==> config.mk <==
export PLATFORM = sky130hd
export DESIGN_NAME = wdt_top
export DESIGN_NICKNAME = d
export VERILOG_FILES = /design/src/design/wdt_pkg.sv /design/src/design/wdt_tick_if.sv /design/src/design/wdt_top.sv /design/src/design/wdt_prescaler.sv
export SDC_FILE = /design/constraint.sdc
export NUM_CORES = 1
export LEC_CHECK = 0
export ABC_AREA = 0
export BUFFER_PORTS_ARGS = -buffer_cell sky130_fd_sc_hd__clkbuf_2
export CAP_MARGIN = 20
export CORE_ASPECT_RATIO = 1.1
export CORE_MARGIN = 4
export CORE_UTILIZATION = 35
export CTS_BUF_LIST = sky130_fd_sc_hd__clkbuf_8
export DETAILED_ROUTE_END_ITERATION = 12
export SLEW_MARGIN = 0
export SYNTH_ARGS = -nofsm -noshare
export SYNTH_HDL_FRONTEND = slang
export SYNTH_SLANG_ARGS = --single-unit
==> constraint.sdc <==
create_clock -name i_core_clk -period 2.55 [get_ports i_core_clk]
set_input_delay 0.3825 -clock i_core_clk [delete_from_list [all_inputs] [get_ports i_core_clk]]
set_output_delay 0.3825 -clock i_core_clk [all_outputs]
set_load 0.05 [all_outputs]
==> src/design/wdt_pkg.sv <==
// Purpose : Shared constants for the watchdog / interval timer
// Assumes : Register offsets are byte addresses on the peripheral bus
// Notes   : Divider table is log2 of each counter clock divider

package wdt_pkg;

  // ---------------------------------------------------------------
  // Register map
  // ---------------------------------------------------------------
  localparam int unsigned ADDR_W       = 16;
  localparam int unsigned DATA_W       = 32;
  localparam logic [15:0] OFF_CONTROL  = 16'h1100;
  localparam logic [15:0] OFF_STATUS   = 16'h1104;
  localparam logic [15:0] OFF_COUNTER  = 16'h1108;

  // ---------------------------------------------------------------
  // Control register fields
  // ---------------------------------------------------------------
  localparam int unsigned CTRL_W        = 8;
  localparam int unsigned CTRL_IEN_BIT  = 7;
  localparam int unsigned CTRL_MODE_BIT = 6;
  localparam int unsigned CTRL_TEN_BIT  = 5;
  localparam int unsigned CTRL_REN_BIT  = 4;
  localparam int unsigned CTRL_KIND_BIT = 3;
  localparam int unsigned CTRL_CKS_LSB  = 0;
  localparam int unsigned CKS_W         = 3;

  // ---------------------------------------------------------------
  // Status register fields
  // ---------------------------------------------------------------
  localparam int unsigned STAT_W      = 2;
  localparam int unsigned STAT_WD_BIT = 0;
  localparam int unsigned STAT_IT_BIT = 1;

  // ---------------------------------------------------------------
  // Reset values
  // ---------------------------------------------------------------
  localparam logic [7:0] CTRL_RST = 8'h00;
  localparam logic [1:0] STAT_RST = 2'h0;
  localparam logic [7:0] CNT_RST  = 8'h00;

  // ---------------------------------------------------------------
  // Counter clock dividers /2 /8 /32 /64 /256 /512 /2048 /8192
  // ---------------------------------------------------------------
  localparam int unsigned MAX_DIV_LOG2 = 13;
  localparam logic [7:0][3:0] DIV_LOG2 = {4'hd, 4'hb, 4'h9, 4'h8, 4'h6, 4'h5, 4'h3, 4'h1};

  // Reset request sequencer, one-hot
  typedef enum logic [1:0] {
    RQ_IDLE = 2'b01,
    RQ_HOLD = 2'b10
  } wdt_rq_state_t;

endpackage : wdt_pkg

==> src/design/wdt_tick_if.sv <==
// Purpose : Carries clock select and count tick between prescaler and core
// Assumes : Single clock domain
// Notes   : Tick is a one-cycle enable pulse

`timescale 1ns/1ps

interface wdt_tick_if;
  logic [2:0] count_clock_select;  // Divider code
  logic       tick;                // One-cycle count enable

  modport src (input count_clock_select, output tick);
  modport dst (output count_clock_select, input tick);
endinterface : wdt_tick_if

==> src/design/wdt_top.sv <==
// Purpose : Watchdog / interval timer with peripheral bus register slave
// Assumes : One 200 MHz clock; i_rst_n is the external chip reset
// Notes   : i_internal_reset_n clears only the reset status register

`timescale 1ns/1ps

module wdt_top
  import wdt_pkg::*;
#(
  parameter int unsigned CNT_W = 8,
  parameter int unsigned PRE_W = MAX_DIV_LOG2
) (
  input  wire logic              i_core_clk,          // Core clock, 200 MHz
  input  wire logic              i_rst_n,             // External chip reset, sync, low
  input  wire logic              i_internal_reset_n,  // Internal reset, clears status
  input  wire logic              i_psel,              // APB select
  input  wire logic              i_penable,           // APB enable
  input  wire logic              i_pwrite,            // APB write
  input  wire logic [ADDR_W-1:0] i_paddr,             // APB byte address
  input  wire logic [DATA_W-1:0] i_pwdata,            // APB write data
  output logic      [DATA_W-1:0] o_prdata,            // APB read data
  output logic                   o_pready,            // APB ready
  output logic                   o_pslverr,           // APB error, unmapped address
  output logic                   o_wd_interrupt_out,  // Interrupt request, level
  output logic                   o_wd_overflow_out,   // Watchdog overflow pulse
  output logic                   o_poweron_reset_req, // Power-on reset request
  output logic                   o_manual_reset_req   // Manual reset request
);

  if (CNT_W != 8 || PRE_W < MAX_DIV_LOG2) begin : g_chk
    $error("wdt_top: unsupported CNT_W or PRE_W");
  end

  // ---------------------------------------------------------------
  // Bus decode
  // ---------------------------------------------------------------
  wire setup_ph  = i_psel & ~i_penable;
  wire access_ph = i_psel & i_penable;
  wire hit_ctrl  = (i_paddr == OFF_CONTROL);
  wire hit_stat  = (i_paddr == OFF_STATUS);
  wire hit_cnt   = (i_paddr == OFF_COUNTER);
  wire hit_any   = hit_ctrl | hit_stat | hit_cnt;
  wire wr_ctrl   = access_ph & i_pwrite & hit_ctrl;
  wire wr_cnt    = access_ph & i_pwrite & hit_cnt;
  wire rd_stat   = access_ph & ~i_pwrite & hit_stat;
  wire cap_stat  = setup_ph & ~i_pwrite & hit_stat;

  assign o_pready  = 1'b1;
  assign o_pslverr = access_ph & ~hit_any;

  // ---------------------------------------------------------------
  // Registers
  // ---------------------------------------------------------------
  logic [CTRL_W-1:0] ctrl_q, ctrl_d;
  logic [CNT_W-1:0]  cnt_q, cnt_d;
  logic [STAT_W-1:0] flags_q, flags_d;
  logic [STAT_W-1:0] cap_q, cap_d;
  logic [DATA_W-1:0] rdata_d;
  logic              ovf_out_q;
  logic              kind_q, kind_d;
  wdt_rq_state_t     rq_q, rq_d;

  wdt_tick_if tick_bus ();

  wdt_prescaler #(
    .PRE_W (PRE_W)
  ) u_prescaler (
    .i_core_clk (i_core_clk),
    .i_rst_n    (i_rst_n),
    .tick_if    (tick_bus)
  );

  // ---------------------------------------------------------------
  // Control fields
  // ---------------------------------------------------------------
  wire       irq_en    = ctrl_q[CTRL_IEN_BIT];
  wire       wd_mode   = ctrl_q[CTRL_MODE_BIT];
  wire       timer_en  = ctrl_q[CTRL_TEN_BIT];
  wire       rst_en    = ctrl_q[CTRL_REN_BIT];
  wire       rst_kind  = ctrl_q[CTRL_KIND_BIT];
  wire [2:0] cks_field = ctrl_q[CTRL_CKS_LSB +: CKS_W];

  assign tick_bus.count_clock_select = cks_field;

  assign ctrl_d = wr_ctrl ? i_pwdata[CTRL_W-1:0] : ctrl_q;

  // ---------------------------------------------------------------
  // Counter and overflow
  // ---------------------------------------------------------------
  wire inc     = timer_en & tick_bus.tick;
  wire ovf     = inc & ~wr_cnt & (cnt_q == {CNT_W{1'b1}});
  wire ovf_wd  = ovf & wd_mode;
  wire ovf_it  = ovf & ~wd_mode;
  wire req_rst = ovf_wd & rst_en;

  // Software write beats a count in the same cycle
  assign cnt_d = wr_cnt ? i_pwdata[CNT_W-1:0]
               : inc    ? cnt_q + 1'b1
               :          cnt_q;

  // ---------------------------------------------------------------
  // Status flags, read-to-clear
  // ---------------------------------------------------------------
  // Only bits returned to software are cleared; a later set survives
  wire [STAT_W-1:0] clr_mask = rd_stat ? cap_q : '0;
  wire [STAT_W-1:0] set_mask = {ovf_it, ovf_wd};

  assign flags_d = (flags_q & ~clr_mask) | set_mask;
  assign cap_d   = cap_stat ? flags_q : cap_q;

  // ---------------------------------------------------------------
  // Read data, captured in setup phase
  // ---------------------------------------------------------------
  always_comb begin
    rdata_d = '0;
    if (hit_ctrl) rdata_d[CTRL_W-1:0] = ctrl_q;
    if (hit_stat) rdata_d[STAT_W-1:0] = flags_q;
    if (hit_cnt)  rdata_d[CNT_W-1:0]  = cnt_q;
  end

  // ---------------------------------------------------------------
  // Reset request sequencer
  // ---------------------------------------------------------------
  always_comb begin
    rq_d   = rq_q;
    kind_d = kind_q;
    case (rq_q)
      RQ_IDLE: begin
        if (req_rst) begin
          rq_d   = RQ_HOLD;
          kind_d = rst_kind;
        end
      end
      RQ_HOLD: begin
        // Held until the next divided pulse: one full period
        if (tick_bus.tick && !req_rst) rq_d = RQ_IDLE;
      end
      default: begin
        rq_d = RQ_IDLE;
      end
    endcase
  end

  // ---------------------------------------------------------------
  // State
  // ---------------------------------------------------------------
  always_ff @(posedge i_core_clk) begin
    if (!i_rst_n) begin
      ctrl_q    <= CTRL_RST;
      cnt_q     <= CNT_RST;
      cap_q     <= STAT_RST;
      o_prdata  <= '0;
      ovf_out_q <= 1'b0;
      rq_q      <= RQ_IDLE;
      kind_q    <= 1'b0;
    end else begin
      ctrl_q    <= ctrl_d;
      cnt_q     <= cnt_d;
      cap_q     <= cap_d;
      ovf_out_q <= ovf_wd;
      rq_q      <= rq_d;
      kind_q    <= kind_d;
      if (setup_ph) o_prdata <= rdata_d;
    end
  end

  // Status has its own reset so i_internal_reset_n clears it while control and counter keep their values
  always_ff @(posedge i_core_clk) begin
    if (!i_rst_n || !i_internal_reset_n) flags_q <= STAT_RST;
    else                                  flags_q <= flags_d;
  end

  // ---------------------------------------------------------------
  // Outputs
  // ---------------------------------------------------------------
  assign o_wd_interrupt_out  = irq_en & (|flags_q);
  assign o_wd_overflow_out   = ovf_out_q;
  assign o_poweron_reset_req = (rq_q == RQ_HOLD) & ~kind_q;
  assign o_manual_reset_req  = (rq_q == RQ_HOLD) & kind_q;
endmodule : wdt_top

==> src/design/wdt_prescaler.sv <==
// Purpose : Free-running divider giving the selected counter clock pulse
// Assumes : One clock, synchronous active-low reset
// Notes   : Runs free so a pending reset request always times out

`timescale 1ns/1ps

module wdt_prescaler
  import wdt_pkg::*;
#(
  parameter int unsigned PRE_W = MAX_DIV_LOG2
) (
  input  wire logic i_core_clk,  // Core clock
  input  wire logic i_rst_n,     // Sync reset, active low
  wdt_tick_if.src   tick_if      // Select in, tick out
);

  if (PRE_W < MAX_DIV_LOG2) begin : g_chk
    $error("wdt_prescaler: PRE_W too small for largest divider");
  end

  logic [PRE_W-1:0] pre_q;
  logic [7:0]       tap;

  always_ff @(posedge i_core_clk) begin
    if (!i_rst_n) pre_q <= '0;
    else          pre_q <= pre_q + 1'b1;
  end

  // ---------------------------------------------------------------
  // One tap per divider code
  // ---------------------------------------------------------------
  for (genvar g = 0; g < 8; g++) begin : g_tap
    localparam int unsigned W = DIV_LOG2[g];
    assign tap[g] = &pre_q[W-1:0];
  end

  assign tick_if.tick = tap[tick_if.count_clock_select];
endmodule : wdt_prescaler

==> metrics, run 1 <==
vias per inst 4.890; Clock Tree Buf Depth 2; critical path buffer and inverter count 3; Critical Path AT 2.47 ns; crit-path max FO 7; most frequent cell after synthesis dfxtp_1; Setup crit end kind register; starting density of the core 36.76%; DR pass1 iterations 4; post-synth top area share 36.31%; Finish-stage setup viols 0; initial antenna violation count 0; Hold-fix buffers, CTS 0; Sequential Power Share 46.9%; fmax 440.1 MHz; clock root buffer clkbuf_8; GRT overflow 0; Worst path max stage delay 0.34 ns; status finished, final reports clean; unrepaired setup endpoints after global routing false; Mean Syn Cell Area 9.022 um^2; worst min path class primary input to register; Sw Ratio 25.16%; Clock Power Share 42.2%; PortBufs 42; Clock Latency Late Sink 0.30 ns; CP Class register to register; Worst setup SP type register; Internal 1.133 mW; Reg clk slew, reported paths 0.09 ns; most common library cells after synthesis 45 x dfxtp_1, 26 x buf_4, 26 x nor2_1; CTS tree done; Leak 1.096 nW; total negative setup slack 0 ns; peak supply drop 0.2789 mV; Slew Limit Fails 0; io pins 92; DR vias 1,961; Die ar. 8501 um^2; Max-Cap Viols 0; period utilisation layout 89.11%; Critical Path, Cell by Cell ha_1, inv_1, nor3_2, ha_1, inv_1, o221ai_1, o2111ai_4, buf_12, a211oi_2, xnor2_1, o22ai_1; Net Switching 0.3808 mW; drt wl/cell 12.83 um; Global Route Usage Sum 12.74%; number of synthesized flops with an enable pin 0; cell area after layout 2836 um^2; critical path's slowest cell dfxtp_1; power per standard cell area 533.5 nW/um^2; Die X-Extent 88.28 um; share of cells above drive strength 1 21.94%; P&R area growth vs syn 14.32%; DRC violations left 0; routability cong. 0.8192; largest cells by area after synthesis dfxtp_1 36%, mux2i_1 8.1%, buf_4 7.9%; cts bufs inserted 5; cell type with the highest aggregate area in the netlist dfxtp_1; NumNets Final 377; Core Area 6749 um^2; final WL 5.144 mm; combinational fraction of design power 10.9%; H-tree depth 2; Distinct cells, synth 54; Primary FF master, synth dfxtp_1; number of synthesized register bits 45; FFs w/ async S/R, synth 0%; Diodes inserted 0; Mapped Area 2481 um^2; Detailed Route Iter0 Violations 55; final hold vios 0; first-pass GRT wire length 8.507 mm; largest net degree at the start of global routing 22; sequential-to-total area share from yosys stat 36.31%; post-DP HPWL 4.035 mm; # rows 31; vias in the first global route 1,837; dpl cell area 2683 um^2; cells after synthesis 275; Period minus WS final 2.272 ns; clk_skew 0.01212 ns; CTS Sinks 45; die span in y 96.31 um; required time worst endpoint 2.75 ns; Synth Warn # 0; delay-heaviest family, CP compound AO/OA/AOI/OAI gates; post-route antenna net violation count 0
sequential cells by signal (all words and copies together), names as in the netlist:
name and count:
u_prescaler.pre_q 13, cap_q 2, rq_q 2, o_prdata 8, o_wd_overflow_out 1, cnt_q 8, kind_q 1, flags_q 2
ctrl_q 8
power by group through the flow:
stage	Combinational [mW]	Sequential [mW]	Clock [mW]
2_1_floorplan	0.155	0.727	0
3_3_place_gp	0.165	0.726	0
3_5_place_dp	0.165	0.726	0
4_1_cts	0.166	0.710	0.653
5_1_grt	0.180	0.710	0.683
6_report	0.166	0.710	0.638
worst paths after layout:
path,from,depth (start not counted),endpoint,slack [ns]
max reg2reg,u_prescaler.pre_q[0]$_SDFF_PN0_,11,cnt_q[7]$_SDFFE_PN0P_,0.28
min,i_internal_reset_n,3,flags_q[1]$_SDFF_PP0_,0.31
min reg2reg,o_prdata[1]$_SDFFE_PN0P_,2,o_prdata[1]$_SDFFE_PN0P_,0.45
max,u_prescaler.pre_q[0]$_SDFF_PN0_,11,cnt_q[7]$_SDFFE_PN0P_,0.28
metrics by stage:
stage / std cells / setup WS [ns] / util (%) / total power, mW / hold WS [ns]
global route: 401 / 0.04535 / 42.03 / 1.573 / 0.3187
global placement: 392 / 0.2178 / 39.75 / 0.8907 / 0.4435
detailed placement: 392 / 0.1925 / 39.75 / 0.8914 / 0.4504
floorplan: 298 / 0.05638 / - / 0.8823 / 0.4440
finish: 401 / 0.2778 / 42.03 / 1.513 / 0.3099
CTS: 400 / 0.1675 / 41.73 / 1.529 / 0.3005
layout make-up:
class,count,area [um^2]
fillers,697,3913
multi-input cells,210,1394
flip-flops and latches,45,900.9
repair buffers,50,282.8
well taps,82,102.6
clock buffers,5,68.82
clock inverters,3,65.06
inverters,6,22.52
per-layer routing:
metal	vias to the layer above	global-route usage (%)	wire length, um
li1	1003	-	-
met1	916	14.75	2246
met2	36	22.94	2603
met3	6	2.997	234
met4	0	4.030	59
met5	-	0	0
tightest hold or removal path, stage by stage:
cell and delay [ns]:
clkbuf_2 0.08, nand2_1 0.07, a21oi_1 0.04
timing repair:
| item | CTS | global route |
|---|---|---|
| gates resized for setup | 0 | 0 |
| buffers inserted | 0 | 1 |
| setup endpoints to repair | 0 | 1 |
cell families after synthesis:
| family | synth area share (%) |
|---|---|
| AO/OA/AOI/OAI | 15.43 |
| XOR/XNOR | 4.942 |
| adder cells (fa/ha/maj) | 2.521 |
| buffers and inverters | 10.99 |
| flip-flops | 36.31 |
| multiplexers | 8.069 |
| other | 0.3027 |
| AND/OR/NAND/NOR | 21.43 |
cells in the final DEF, fill, tap and decap left out, types with 6 or more instances in the layout:
master,Yosys,layout
mux2i_1,20,20
a21oi_1,12,12
buf_4,26,7
conb_1,2,25
nand3_1,14,14
o21ai_0,6,6
xnor2_1,9,9
nand2_1,19,19
dfxtp_1,45,45
and2_1,6,6
nor2_1,26,26
a2bb2oi_1,7,7
clkbuf_2,0,42
Power figures use the tool's default switching activity.
==> run 2: changes to the inputs <==
==> constraint.sdc (replaced) <==
create_clock -name i_core_clk -period 2.7 [get_ports i_core_clk]
set_input_delay 0.405 -clock i_core_clk [delete_from_list [all_inputs] [get_ports i_core_clk]]
set_output_delay 0.405 -clock i_core_clk [all_outputs]
set_load 0.05 [all_outputs]
==> run 2 against run 1 <==
Compared with the run above: critical path depth is 1 lower; sequential power is 5.6% lower; die area stayed put; clock skew is 0.0039 ns lower; routed wire length is 0.25% higher; via count stayed put; combinational power is 5% lower; worst hold slack better by 0.033 ns; global-route usage is 0.15 points higher; fmax is 3.5% lower; clock power is 28% lower; sequential share of layout area is 0.60 points higher; critical path type unchanged; critical endpoint is now kind_q$_SDFFE_PN0P_; largest cell class unchanged; highest routed layer unchanged.
==> metrics, run 2 (synthesis results as in run 1) <==
GRT overflow 0; first-pass GRT wire length 8.562 mm; NumNets Final 376; H-tree depth 2; Reg with most FFs u_prescaler.pre_q; max reg flops 13; CTS Sinks 45; status finished, final reports clean; most frequent cells in the layout 45 x dfxtp_1, 42 x clkbuf_2, 26 x nor2_1; Clock Tree Buf Depth 2; Critical Path AT 2.58 ns; CTS tree done; Setup WS pre-CTS 0.3469 ns; routability cong. 0.8028; Critical Path, Cell by Cell ha_1, inv_1, nor3_2, ha_1, inv_1, o221ai_1, o2111ai_4, a21boi_4, and4b_4, mux2i_1; Detailed Route Iter0 Violations 52; clk_skew 0.008216 ns; fmax 424.6 MHz; Worst path max stage delay 0.34 ns; # rows 31; commonest non-fill, non-tap cell in the layout dfxtp_1; DR vias 1,961; Util after Layout 41.25%; Finish-stage setup viols 0; power per standard cell area 461.3 nW/um^2; PnR worst setup slack 0.3450 ns; Clock Latency Late Sink 0.30 ns; final WL 5.157 mm; Die ar. 8501 um^2; cts bufs inserted 5; Global Route Usage Sum 12.88%; Period minus WS final 2.355 ns; DRC violations left 0; initial antenna violation count 0; period utilisation layout 87.22%; crit path from u_prescaler.pre_q[0]$_SDFF_PN0_; FILL cells 710; Hold Slack 0.3430 ns; final total power 1.284 mW; Core Area 6749 um^2; P&R area growth vs syn 12.20%; clock root buffer clkbuf_8; largest net degree at the start of global routing 22; setup bufs post-CTS 0; drt wl/cell 12.89 um; Slew Limit Fails 0; CP Class register to register; Resized cells post-CTS 0; dpl cell area 2683 um^2; starting density of the core 36.76%; unrepaired setup endpoints after global routing false; total negative setup slack 0 ns; cell area after layout 2784 um^2; PortBufs 42; post-DP HPWL 3.971 mm; vias per inst 4.903; Worst setup SP type register; Max-Cap Viols 0; Reg clk slew, reported paths 0.08 ns; required time worst endpoint 2.93 ns; die span in y 96.31 um; HP Start i_internal_reset_n; Hold-fix buffers, CTS 0; non-filler cells, final 400; Setup crit end kind register; crit-path max FO 8; Cells after DPL 392; DR pass1 iterations 4; Leak 1.071 nW; io pins 92; vias in the first global route 1,852; Die X-Extent 88.28 um; final hold vios 0; share of cells above drive strength 1 21.70%; r2r startpoint u_prescaler.pre_q[0]$_SDFF_PN0_; critical path's slowest cell dfxtp_1; post-route antenna net violation count 0; peak supply drop 0.3214 mV; Diodes inserted 0; worst min path class primary input to register
run 2: cell count changes in the layout (fill, tap and decap cells not counted), sizes merged:
cell    delta
bufinv     -2
buf        -1
clkbuf     +2
run 2: layout make-up:
| type | instances | area, um^2 | share of cell area, % |
|---|---|---|---|
| clock buffer | 7 | 96.34 | 3.461 |
| tap | 82 | 102.6 | 3.685 |
| multi-input combinational | 210 | 1394 | 50.07 |
| timing repair buffer | 49 | 262.8 | 9.438 |
| sequential | 45 | 900.9 | 32.36 |
| clock inverter | 1 | 5.005 | 0.1798 |
| inverter | 6 | 22.52 | 0.8090 |
run 2: critical path: cells and delay by family (launching register included):
family                     cells  cell delay [ns]
DFF                            1             0.34
and+or+nand+nor                2             0.50
adders and majority gates      2             0.34
muxes                          1             0.17
AOI/OAI and AO/OA              3             0.82
buffers and inverters          2             0.13
run 2: path summary, 6_finish.rpt:
path | to | slack (ns) | cells past startpoint
setup / recovery | kind_q$_SDFFE_PN0P_ | 0.35 | 10
setup reg to reg | kind_q$_SDFFE_PN0P_ | 0.35 | 10
hold / removal | flags_q[1]$_SDFF_PP0_ | 0.34 | 3
hold reg to reg | o_prdata[1]$_SDFFE_PN0P_ | 0.45 | 2
run 2: report_power, final:
part | switching (mW) | total [mW] | internal (mW)
clock network | 0.226 | 0.458 | 0.232
registers | 0.00326 | 0.670 | 0.667
logic | 0.122 | 0.157 | 0.0352
run 2: metal layers:
metal / up-vias / GRT usage [%] / share of wire, %
met1: 915 / 14.55 / 43
met2: 38 / 23.63 / 52
li1: 1004 / - / -
met5: - / 0 / 0
met4: 0 / 4.156 / 1.2
met3: 4 / 2.997 / 4.3
==> run 3: changes to the inputs <==
--- a/config.mk
+++ b/config.mk
@@ -13,6 +13,9 @@
 export CORE_UTILIZATION = 35
 export CTS_BUF_LIST = sky130_fd_sc_hd__clkbuf_8
 export DETAILED_ROUTE_END_ITERATION = 12
+export RECOVER_POWER = 25
+export REMOVE_ABC_BUFFERS = 1
+export SETUP_SLACK_MARGIN = 0.3
 export SLEW_MARGIN = 0
 export SYNTH_ARGS = -nofsm -noshare
 export SYNTH_HDL_FRONTEND = slang
==> run 3 against run 2 <==
Compared with the run above: critical path depth fell by 1; sequential share of layout area fell by 0.68 points; routed wire length did not move; die area did not move; clock power rose by 30%; core utilization rose by 0.89 points; sequential power barely moved; non-clock buffer count rose by 5; critical endpoint unchanged; largest cell class unchanged.
==> metrics, run 3 (synthesis results as in run 1) <==
clk_skew 0.009882 ns; final WL 5.157 mm; Finish-stage setup viols 0; Slew headroom 41.26%; total negative setup slack 0 ns; Reg with most FFs u_prescaler.pre_q; DR vias 1,965; peak supply drop 0.2146 mV; RR Endpoint kind_q$_SDFFE_PN0P_; Die ar. 8501 um^2; die span in y 96.31 um; routability cong. 0.7937; Clock Latency Late Sink 0.30 ns; Detailed Route Iter0 Violations 111; Die X-Extent 88.28 um; required time worst endpoint 2.93 ns; Max-Cap Viols 0; r2r startpoint u_prescaler.pre_q[0]$_SDFF_PN0_; starting density of the core 36.76%; H-tree depth 2; GRT overflow 0; period utilisation layout 84.96%; worst min path class primary input to register; power per standard cell area 501.2 nW/um^2; Slew Limit Fails 0; Diodes inserted 0; CTS Sinks 45; max reg flops 13; first-pass GRT wire length 8.169 mm; drt wl/cell 12.73 um; Clock Tree Buf Depth 2; crit-path max FO 8; vias in the first global route 1,709; Global Route Usage Sum 12.28%; P&R area growth vs syn 14.62%; Leak 1.083 nW; clock root buffer clkbuf_8; Clock Power Share 41.9%; largest net degree at the start of global routing 22; # rows 31; Net Switching 0.3569 mW; combinational fraction of design power 11.1%; vias per inst 4.852; final hold vios 0; Hold Slack 0.3492 ns; Critical Path AT 2.52 ns; status finished, final reports clean; FILL cells 694; unrepaired setup endpoints after global routing false; Setup WS pre-CTS 0.3311 ns; Core Area 6749 um^2; met1 usage 16.83%; R2R setup slack 0.41 ns; CP Class register to register; depth of the worst register-to-register path 9; Hold EP flags_q[0]$_SDFF_PP0_; GR Util met3 2.654%; commonest non-fill, non-tap cell in the layout dfxtp_1; PortBufs 42; Tightest Pin Transition 0.8811 ns; area of the multi-input gates 1400 um^2; M2 GR Usage 18.64%; busiest layer in global routing met2; Sw Ratio 25.04%; Setup crit end kind register; Reg clk slew, reported paths 0.08 ns; FF+latch area 900.9 um^2; share of cells above drive strength 1 21.05%; Worst setup SP type register; Sequential Power Share 47.0%; CTS tree done; worst hold path depth 3; cts bufs inserted 5; DR pass1 iterations 4; fmax 435.9 MHz; DRC violations left 0; Period minus WS final 2.294 ns; post-route antenna net violation count 0; PnR worst setup slack 0.4061 ns; Internal 1.069 mW; most frequent cells in the layout 45 x dfxtp_1, 38 x clkbuf_2, 26 x nor2_1; HP Start i_internal_reset_n; post-DP HPWL 3.921 mm; NumNets Final 381; initial antenna violation count 0; io pins 92
## run 3: cell types whose count changed in the layout (fill, tap and decap cells not counted), sizes merged
cell	before	now
buf	7	9
bufinv	0	2
clkbuf	49	50
## run 3: power groups by stage
| stage | combinational, mW | clock (mW) | sequential, mW |
|---|---|---|---|
| after floorplan | 0.109 | 0 | 0.687 |
| after global placement | 0.160 | 0 | 0.686 |
| after detailed placement | 0.160 | 0 | 0.686 |
| after CTS | 0.161 | 0.617 | 0.670 |
| after global routing | 0.171 | 0.647 | 0.671 |
| final | 0.158 | 0.597 | 0.670 |
## run 3: layout make-up
cell class | instances | area share, %
Multi-Input combinational cell | 210 | 49.23
Clock inverter | 3 | 2.288
Timing Repair Buffer | 54 | 9.987
Tap cell | 82 | 3.608
Clock buffer | 5 | 2.420
Inverter | 6 | 0.7919
Sequential cell | 45 | 31.68
## run 3: worst max-delay path: stages, from the launching register on
cell      delay, ns
dfxtp_1        0.34
ha_1           0.18
clkbuf_1       0.17
and3_2         0.20
ha_1           0.13
a211oi_1       0.06
a311o_2        0.49
a21boi_4       0.21
and4b_4        0.28
mux2i_1        0.17
## run 3: how the worst max path moves through the flow
stage,startpoint,endpoint,slack (ns),cells past startpoint
finish,u_prescaler.pre_q[0]$_SDFF_PN0_,kind_q$_SDFFE_PN0P_,0.41,9
global route,u_prescaler.pre_q[1]$_SDFF_PN0_,kind_q$_SDFFE_PN0P_,0.24,9
CTS,u_prescaler.pre_q[0]$_SDFF_PN0_,kind_q$_SDFFE_PN0P_,0.31,10
detailed placement,u_prescaler.pre_q[0]$_SDFF_PN0_,kind_q$_SDFFE_PN0P_,0.33,10
global placement,u_prescaler.pre_q[0]$_SDFF_PN0_,kind_q$_SDFFE_PN0P_,0.36,10
floorplan,u_prescaler.pre_q[0]$_SDFF_PN0_,kind_q$_SDFFE_PN0P_,0.21,10
## run 3: repair_timing
item,4_1_cts,5_1_grt
endpoints found under the setup margin,0,8
buffers inserted,0,3
hold buffers,0,0
gates resized for setup,0,1
## run 3: per-layer routing
| metal | vias to the layer above | part of all wire, % |
|---|---|---|
| li1 | 1013 | - |
| met1 | 887 | 48 |
| met2 | 60 | 43 |
| met3 | 5 | 7.8 |
| met4 | 0 | 1.4 |
| met5 | - | 0 |
## run 3: metrics by stage
| step | cell area, um^2 | instances | power [mW] | util [%] |
|---|---|---|---|---|
| after global placement | 2698 | 394 | 0.8454 | 39.97 |
| after detailed placement | 2698 | 394 | 0.8461 | 39.97 |
| after global routing | 2844 | 405 | 1.489 | 42.14 |
| final | 2844 | 405 | 1.425 | 42.14 |
| after floorplan | 2317 | 261 | 0.7962 | - |
| after CTS | 2831 | 402 | 1.448 | 41.95 |
